===== config.mk =====
export PLATFORM = sky130hd
export DESIGN_NAME = erp_reg_access
export DESIGN_NICKNAME = d
export VERILOG_FILES = /design/src/verilog/erp_reg_cell.v /design/src/verilog/erp_reg_access.v
export VERILOG_INCLUDE_DIRS = /design/src /design/src/verilog
export SDC_FILE = /design/constraint.sdc
export NUM_CORES = 1
export LEC_CHECK = 0
export BUFFER_PORTS_ARGS = -buffer_cell sky130_fd_sc_hd__buf_4
export CAP_MARGIN = 20
export CORE_MARGIN = 1
export CORE_UTILIZATION = 40
export CTS_BUF_LIST = sky130_fd_sc_hd__clkbuf_2
export CTS_CLUSTER_SIZE = 20
export DETAILED_ROUTE_END_ITERATION = 6
export PLACE_DENSITY = 0.59
export SYNTH_ARGS = -nofsm -noshare
export SYNTH_HDL_FRONTEND = slang
export SYNTH_SLANG_ARGS = --single-unit

===== constraint.sdc =====
create_clock -name clk_sys -period 3.6 [get_ports clk_sys]
set_input_delay 0.36 -clock clk_sys [delete_from_list [all_inputs] [get_ports clk_sys]]
set_output_delay 0.36 -clock clk_sys [all_outputs]
set_load 0.03 [all_outputs]

===== src/verilog/erp_defs.vh =====
`ifndef ERP_DEFS_VH
`define ERP_DEFS_VH

// ----------------------------------------------------------------------
// Subaddress map
// ----------------------------------------------------------------------
`define ERP_SUB_POWER      8'h00
`define ERP_SUB_MODE       8'h01
`define ERP_SUB_LAST       8'h01

// ----------------------------------------------------------------------
// Reset values
// ----------------------------------------------------------------------
`define ERP_RST_POWER      8'h12
`define ERP_RST_MODE       8'h00
`define ERP_RST_POINTER    8'h00

// ----------------------------------------------------------------------
// Power-mode field positions
// ----------------------------------------------------------------------
`define ERP_PWR_SLEEP      0
`define ERP_PWR_PLL_OFF    1
`define ERP_PWR_DAC3       2
`define ERP_PWR_DAC2       3
`define ERP_PWR_DAC1       4
`define ERP_PWR_DAC6       5
`define ERP_PWR_DAC5       6
`define ERP_PWR_DAC4       7

// ----------------------------------------------------------------------
// Mode-select field positions and codes
// ----------------------------------------------------------------------
`define ERP_MODE_EDGE_LO   1
`define ERP_MODE_EDGE_HI   2
`define ERP_MODE_INPUT_LO  4
`define ERP_MODE_INPUT_HI  6
`define ERP_EDGE_CHROMA_RISE 2'h0
`define ERP_EDGE_LUMA_RISE   2'h3
`define ERP_INMODE_LAST    3'h3

`endif


===== src/verilog/erp_reg_cell.v =====
`timescale 1ns/10ps
`default_nettype none

// ----------------------------------------------------------------------
// One host-writable register with its own reset value
// ----------------------------------------------------------------------
module erp_reg_cell #(
  parameter WIDTH = 8,
  parameter [WIDTH-1:0] RESET_VALUE = {WIDTH{1'b0}}
) (
  input  wire             clk_sys,
  input  wire             rst_b,
  input  wire             writeEnable,
  input  wire [WIDTH-1:0] writeData,
  output reg  [WIDTH-1:0] value
);

  always @(posedge clk_sys) begin
    if (!rst_b) begin
      value <= RESET_VALUE;
    end else if (writeEnable) begin
      value <= writeData;
    end
  end

endmodule // erp_reg_cell

`default_nettype wire


===== src/verilog/erp_reg_access.v =====
`timescale 1ns/10ps
`default_nettype none

`include "erp_defs.vh"

// Summary of operation
// - Each write transaction starts by loading the pointer; data goes where it points.
// - After each acked data byte and each read below the top, the target address advances by one.
// - Pointer is an 8-bit write-only register, never returned on reads.
// - Pointer loads once addressed and direction known, before any data byte.
// - Registers are readable and writable unless designated otherwise.
// - Reads of write-only registers denied; writes to read-only ignored.
// - Power bit 0 set enters sleep: all DACs and PLL disabled.
// - In sleep, host writes and reads still work normally.
// - Power bit 1: 0 keeps PLL running, 1 powers PLL and oversampling down.
// - Power bits 2..7 enable DAC 3,2,1,6,5,4 when set.
// - Edge field 00: chroma on rising edge, luma on falling, DDR only.
// - Edge field 11: luma rising, chroma falling; 01 and 10 reserved.
// - Mode bits 6:4 pick the input mode, codes 000 to 011.
// - Invalid subaddress byte is not acknowledged; device returns to idle.
// - Reads past the top keep returning the highest register until NACK.
// - Writes past the top are discarded, not acknowledged, back to idle.
// - First byte is device address, second is starting subaddress.
module erp_reg_access #(
  parameter [7:0] LAST_SUBADDR = `ERP_SUB_LAST
) (
  input  wire       clk_sys,
  input  wire       rst_b,
  input  wire       txnStart,
  input  wire       txnRead,
  input  wire       txnStop,
  input  wire       masterNack,
  input  wire       wrByteValid,
  input  wire [7:0] wrByte,
  input  wire       rdByteReq,
  output reg        wrAck,
  output reg        wrNack,
  output reg        rdValid,
  output reg  [7:0] rdData,
  output reg        portBusy,
  output reg        sleepActive,
  output reg        pllRunning,
  output reg        oversampleOn,
  output reg  [5:0] dacPowerOn,
  output reg        chromaOnRise,
  output reg        lumaOnRise,
  output reg        edgeCodeReserved,
  output reg  [2:0] inputMode,
  output reg        inputModeReserved
);

  // --------------------------------------------------------------------
  // Transaction states
  // --------------------------------------------------------------------
  localparam [1:0] ST_IDLE  = 2'h0;
  localparam [1:0] ST_PTR   = 2'h1;
  localparam [1:0] ST_WDATA = 2'h2;
  localparam [1:0] ST_RDATA = 2'h3;

  reg  [1:0] state;
  reg  [1:0] next_state;
  reg  [7:0] pointer;
  reg  [7:0] next_pointer;
  reg        next_wrAck;
  reg        next_wrNack;
  reg        next_rdValid;
  reg  [7:0] next_rdData;
  reg        writePower;
  reg        writeMode;
  reg  [7:0] readSel;
  reg  [7:0] readValue;
  reg        next_sleepActive;
  reg        next_pllRunning;
  reg        next_oversampleOn;
  reg  [5:0] next_dacPowerOn;
  reg        next_chromaOnRise;
  reg        next_lumaOnRise;
  reg        next_edgeCodeReserved;
  reg  [2:0] next_inputMode;
  reg        next_inputModeReserved;

  wire [7:0] powerReg;
  wire [7:0] modeReg;
  wire       ptrValid;
  wire       byteValidAddr;
  wire [7:0] pointerPlus;
  wire [1:0] edgeField;
  wire [2:0] inputField;

  assign ptrValid      = (pointer <= LAST_SUBADDR);
  assign byteValidAddr = (wrByte <= LAST_SUBADDR);
  assign pointerPlus   = pointer + 8'h01;
  assign edgeField     = modeReg[`ERP_MODE_EDGE_HI:`ERP_MODE_EDGE_LO];
  assign inputField    = modeReg[`ERP_MODE_INPUT_HI:`ERP_MODE_INPUT_LO];

  // --------------------------------------------------------------------
  // Register storage
  // --------------------------------------------------------------------
  // No register gates writes on the sleep bit, so configuration can be
  // prepared while the analog side is powered down.
  erp_reg_cell #(
    .WIDTH       (8),
    .RESET_VALUE (`ERP_RST_POWER)
  ) u_power (
    .clk_sys     (clk_sys),
    .rst_b       (rst_b),
    .writeEnable (writePower),
    .writeData   (wrByte),
    .value       (powerReg)
  );

  erp_reg_cell #(
    .WIDTH       (8),
    .RESET_VALUE (`ERP_RST_MODE)
  ) u_mode (
    .clk_sys     (clk_sys),
    .rst_b       (rst_b),
    .writeEnable (writeMode),
    .writeData   (wrByte),
    .value       (modeReg)
  );

  // --------------------------------------------------------------------
  // Read mux
  // --------------------------------------------------------------------
  // The pointer itself has no subaddress, so it can never be selected.
  always @* begin
    if (ptrValid) begin
      readSel = pointer;
    end else begin
      readSel = LAST_SUBADDR;
    end
    case (readSel)
      `ERP_SUB_POWER: begin
        readValue = powerReg;
      end
      `ERP_SUB_MODE: begin
        readValue = modeReg;
      end
      default: begin
        readValue = 8'h00;
      end
    endcase
  end

  // --------------------------------------------------------------------
  // Transaction control
  // --------------------------------------------------------------------
  // Stop beats start beats bytes; a repeated start restarts cleanly.
  always @* begin
    next_state   = state;
    next_pointer = pointer;
    next_wrAck   = 1'b0;
    next_wrNack  = 1'b0;
    next_rdValid = 1'b0;
    next_rdData  = rdData;
    writePower   = 1'b0;
    writeMode    = 1'b0;
    if (txnStop) begin
      next_state = ST_IDLE;
    end else if (txnStart) begin
      if (txnRead) begin
        next_state = ST_RDATA;
      end else begin
        next_state = ST_PTR;
      end
    end else begin
      case (state)
        ST_IDLE: begin
          next_state = ST_IDLE;
        end
        ST_PTR: begin
          if (wrByteValid) begin
            if (byteValidAddr) begin
              next_pointer = wrByte;
              next_wrAck   = 1'b1;
              next_state   = ST_WDATA;
            end else begin
              next_wrNack  = 1'b1;
              next_state   = ST_IDLE;
            end
          end
        end
        ST_WDATA: begin
          if (wrByteValid) begin
            if (ptrValid) begin
              writePower   = (pointer == `ERP_SUB_POWER);
              writeMode    = (pointer == `ERP_SUB_MODE);
              next_wrAck   = 1'b1;
              next_pointer = pointerPlus;
            end else begin
              next_wrNack  = 1'b1;
              next_state   = ST_IDLE;
            end
          end
        end
        ST_RDATA: begin
          if (masterNack) begin
            next_state = ST_IDLE;
          end else if (rdByteReq) begin
            next_rdData  = readValue;
            next_rdValid = 1'b1;
            if (pointer < LAST_SUBADDR) begin
              next_pointer = pointerPlus;
            end else begin
              next_pointer = LAST_SUBADDR;
            end
          end
        end
        default: begin
          next_state = ST_IDLE;
        end
      endcase
    end
  end

  always @(posedge clk_sys) begin
    if (!rst_b) begin
      state    <= ST_IDLE;
      pointer  <= `ERP_RST_POINTER;
      wrAck    <= 1'b0;
      wrNack   <= 1'b0;
      rdValid  <= 1'b0;
      rdData   <= 8'h00;
      portBusy <= 1'b0;
    end else begin
      state    <= next_state;
      pointer  <= next_pointer;
      wrAck    <= next_wrAck;
      wrNack   <= next_wrNack;
      rdValid  <= next_rdValid;
      rdData   <= next_rdData;
      portBusy <= (next_state != ST_IDLE);
    end
  end

  // --------------------------------------------------------------------
  // Power and input-mode decode
  // --------------------------------------------------------------------
  // Sleep masks the single enables without touching the stored bits, so
  // waking up restores the DAC and PLL selection the host left behind.
  always @* begin
    next_sleepActive   = powerReg[`ERP_PWR_SLEEP];
    next_pllRunning    = ~powerReg[`ERP_PWR_SLEEP] & ~powerReg[`ERP_PWR_PLL_OFF];
    next_oversampleOn  = ~powerReg[`ERP_PWR_SLEEP] & ~powerReg[`ERP_PWR_PLL_OFF];
    next_dacPowerOn[0] = powerReg[`ERP_PWR_DAC1] & ~powerReg[`ERP_PWR_SLEEP];
    next_dacPowerOn[1] = powerReg[`ERP_PWR_DAC2] & ~powerReg[`ERP_PWR_SLEEP];
    next_dacPowerOn[2] = powerReg[`ERP_PWR_DAC3] & ~powerReg[`ERP_PWR_SLEEP];
    next_dacPowerOn[3] = powerReg[`ERP_PWR_DAC4] & ~powerReg[`ERP_PWR_SLEEP];
    next_dacPowerOn[4] = powerReg[`ERP_PWR_DAC5] & ~powerReg[`ERP_PWR_SLEEP];
    next_dacPowerOn[5] = powerReg[`ERP_PWR_DAC6] & ~powerReg[`ERP_PWR_SLEEP];
    case (edgeField)
      `ERP_EDGE_CHROMA_RISE: begin
        next_chromaOnRise     = 1'b1;
        next_lumaOnRise       = 1'b0;
        next_edgeCodeReserved = 1'b0;
      end
      `ERP_EDGE_LUMA_RISE: begin
        next_chromaOnRise     = 1'b0;
        next_lumaOnRise       = 1'b1;
        next_edgeCodeReserved = 1'b0;
      end
      default: begin
        // Reserved edge codes leave both edge selects low
        next_chromaOnRise     = 1'b0;
        next_lumaOnRise       = 1'b0;
        next_edgeCodeReserved = 1'b1;
      end
    endcase
    next_inputMode         = inputField;
    next_inputModeReserved = (inputField > `ERP_INMODE_LAST);
  end

  // --------------------------------------------------------------------
  // Registered controls
  // --------------------------------------------------------------------
  // Registered so every control leaving the block is glitch free; the
  // cost is one cycle between a register write and its effect.
  always @(posedge clk_sys) begin
    if (!rst_b) begin
      sleepActive       <= 1'b0;
      pllRunning        <= 1'b0;
      oversampleOn      <= 1'b0;
      dacPowerOn        <= 6'h00;
      chromaOnRise      <= 1'b0;
      lumaOnRise        <= 1'b0;
      edgeCodeReserved  <= 1'b0;
      inputMode         <= 3'h0;
      inputModeReserved <= 1'b0;
    end else begin
      sleepActive       <= next_sleepActive;
      pllRunning        <= next_pllRunning;
      oversampleOn      <= next_oversampleOn;
      dacPowerOn        <= next_dacPowerOn;
      chromaOnRise      <= next_chromaOnRise;
      lumaOnRise        <= next_lumaOnRise;
      edgeCodeReserved  <= next_edgeCodeReserved;
      inputMode         <= next_inputMode;
      inputModeReserved <= next_inputModeReserved;
    end
  end

endmodule // erp_reg_access

`default_nettype wire


==> out/metrics.cfg <==
[detailed_routing]
drt_iter0_markers = 103
wl_met1_mm = 2.38
drc = 0
wire_per_inst_um = 13.9
antenna_left = 0
route.top_layer_used = met4
via_per_inst = 5.11
dr_wl_met3_um = 223
wl_met2_mm = 2.55
dr.pass1.iters = 4
drt-total-wl_mm = 5.21
num_vias = 1912

[sta]
skew_ns = 0.0216
setup_viol = 0
rsz0062_at_grt = false
setup_ws_ns = 1.34
setup_tns_ns = 0
clock.fmax_mhz = 442
maxSlewViolCount = 0
max-slew-margin-rel_pct = 58.3
post-route-period-util_pct = 62.9
fin_crit_ns = 2.26
final_hold_viol_count = 0
tightest_slew_ns = 0.621

[synth]
yosys.area_share.simple_pct = 25.3
yosys_warnings = 0
synth_compound_area_share_pct = 18.9
synth.net_count = 286
ys_ff_latch = 53
synth_edf_count = 0
synth_fa_ha_area_share_pct = 4.98
syn_inst = 261
synth_cell_type_count = 40
synthMuxAreaShare_pct = 0
netlist_area_sq_um = 2260
async_flop_share_pct = 0
synth_xor_area_share_pct = 0
seq_area_frac_synth_pct = 46.9
synth_top_family_by_area = simple AND/OR/NAND/NOR gates
ys.flop_type = dfxtp_1
synth_area_per_cell_sq_um = 8.67

[pwr]
power_frac_comb_pct = 8.6
p_switching_mw = 0.250
ir_drop_uv = 178
p_clk_share_pct = 27.0
power_leakage_nw = 1.05
seq_power_share_pct = 64.4
swShare_pct = 27.0
p_per_area_nw_per_um2 = 345
internal_power_mw = 0.675

[floorplanning]
die_area_sq_um = 5960
start_util_pct = 41.3
dieHeight_um = 77.2
io-pin-count = 44
core_sq_um = 5470
row_count = 27
die_w_um = 77.2

[worst_setup_path]
critPathArrivalTime_ns = 2.64
endpoint_kind = flop
required_ns = 3.97
cp-startpoint = pointer[0]
crit_end = rdData[6]
critical_path.cell_chain = inv_1 -> ha_1 -> or2_2 -> and3_1 -> o21ai_1 -> a22oi_1 -> a211oi_1
reg2reg_to = rdData[6]
critPathSlowestCell = dfxtp_1
reg2reg_depth = 7
critPathMaxFanout = 8
crit_type = flop to flop
rr_startpoint = pointer[0]
crit_path_start_kind = flop
cpPeakStageDelay_ns = 0.52
worst-r2r-setup-slack_ns = 1.34

[placement]
place_hpwl_mm = 3.82
dp_worst_setup_slack_ns = 1.43
portBuffers = 43
gp_congestion = 0.830

[finish]
syn_to_final_growth_pct = 18.5
num_antenna_cells = 0
nets = 326
fill_cells = 562
drive_gt1_share_pct = 19.9

[clock_tree]
cts_resized = 0
cts_tree = done
post_cts_buffers = 0
cts-buffers-inserted = 5
cts_sinks = 53
clkTransAtPathRegs_ns = 0.28
clock-root-buffer = clkbuf_2
cts-hold-fix-buffers = 0
h-tree-depth = 2
cts_max_path_buffers = 2
clk_latency_ns = 0.45

[global_route]
grt_max_degree = 19
grt_pass1_wl_mm = 8.74
grt_pass1_vias = 1816
gr-total-overflow = 0
antenna_found_initial = 0
grt_usage_pct = 18.6

[worst_hold_path]
worstHoldPathType = input pin to flop

[outcome]
status = complete, no violations

[flow_run]
drv_cap = 0

sequential cells by signal (all words and copies together) (netlist names), 2 cells and up:
signal and cells:
pointer 8, rdData 8, u_mode.value 8, u_power.value 8, dacPowerOn 6, inputMode 3, state 2
power by group through the flow:
| stage | sequential, mW | combinational [mW] | clock, mW |
|---|---|---|---|
| floorplan | 0.609 | 0.0408 | 0 |
| global route | 0.597 | 0.0868 | 0.290 |
| CTS | 0.596 | 0.0786 | 0.262 |
| global placement | 0.606 | 0.0793 | 0 |
| detailed placement | 0.606 | 0.0784 | 0 |
| finish | 0.596 | 0.0790 | 0.250 |
cell families after synthesis:
group | after synthesis
AO/OA/AOI/OAI | 65
adder cells (fa/ha/maj) | 9
buffers and inverters | 21
flip-flops | 53
AND/OR/NAND/NOR | 113
cell type report:
cell class | instances | area (sq um) | share of cell area (%)
inverters | 10 | 37.5 | 1.40
clock buffers | 5 | 25.0 | 0.933
multi-input cells | 187 | 1110 | 41.5
clock inverters | 3 | 25.0 | 0.933
repair buffers | 44 | 330 | 12.3
flip-flops and latches | 53 | 1060 | 39.6
well taps | 72 | 90.1 | 3.36
synth_stat cells (2+ instances only):
| cell | instances | share of area (%) |
|---|---|---|
| dfxtp_1 | 53 | 47 |
| nand2_1 | 46 | 7.6 |
| a21oi_1 | 27 | 6.0 |
| and2_1 | 19 | 5.3 |
| nor2_1 | 19 | 3.2 |
| inv_1 | 10 | 1.7 |
| ha_1 | 9 | 5.0 |
| a211oi_1 | 8 | 2.7 |
| a22oi_1 | 8 | 2.7 |
| clkbuf_1 | 7 | 1.2 |
| nand3_1 | 6 | 1.3 |
| nor2b_1 | 4 | 1.1 |
| a31oi_1 | 3 | 0.83 |
| and3_1 | 3 | 0.83 |
| o21ai_0 | 3 | 0.66 |
| o21ai_1 | 3 | 0.66 |
| a211oi_2 | 2 | 1.1 |
| a32oi_1 | 2 | 0.77 |
| buf_2 | 2 | 0.44 |
| buf_4 | 2 | 0.66 |
| nand2b_1 | 2 | 0.55 |
| nand4_1 | 2 | 0.55 |
| nor3_1 | 2 | 0.44 |
| o211ai_1 | 2 | 0.66 |
| or2_2 | 2 | 0.55 |
placed cells by master (no fill, tap or decap), drive strengths merged, types with 4 or more instances in the layout:
cell	netlist	layout
a21oi	27	27
nand2	46	46
a211oi	10	10
nor2b	4	4
nor2	19	19
dfxtp	53	53
nand3	6	6
inv	10	11
and2	19	19
buf	4	44
a22oi	8	8
ha	9	9
clkbuf	7	5
o21ai	6	6
worst min-delay path by stage:
stage	startpoint	endpoint	depth (start not counted)
after CTS	wrByte[5]	u_mode.value[5]	3
after global placement	pointer[6]	pointer[6]	2
after global routing	wrByte[4]	u_power.value[4]	3
after floorplan	u_power.value[1]	oversampleOn	1
final	wrByte[4]	u_power.value[4]	3
after detailed placement	u_mode.value[0]	u_mode.value[0]	2
layer usage:
| metal | vias up | GRT usage [%] |
|---|---|---|
| li1 | 984 | - |
| met3 | 6 | 3.21 |
| met1 | 880 | 23.0 |
| met2 | 42 | 32.7 |
| met5 | - | 0 |
| met4 | 0 | 5.66 |
per-stage QoR:
stage	total power [mW]	area [sq um]	hold WS (ns)	utilization, %	std cells
2_1_floorplan	0.650	2260	0.420	-	261
3_3_place_gp	0.685	2630	0.438	48.1	366
3_5_place_dp	0.684	2630	0.445	48.1	366
4_1_cts	0.936	2680	0.124	49.0	374
5_1_grt	0.974	2680	0.102	49.0	374
6_report	0.924	2680	0.146	49.0	374
critical path, delay by kind of cell, from the launching register on:
kind	cells	cell delay [ns]
buf+inv	1	0.10
simple gates	2	0.58
flops	1	0.52
fa+ha+maj	1	0.25
compound gates	3	0.74
(Power assumes the default switching activity.)
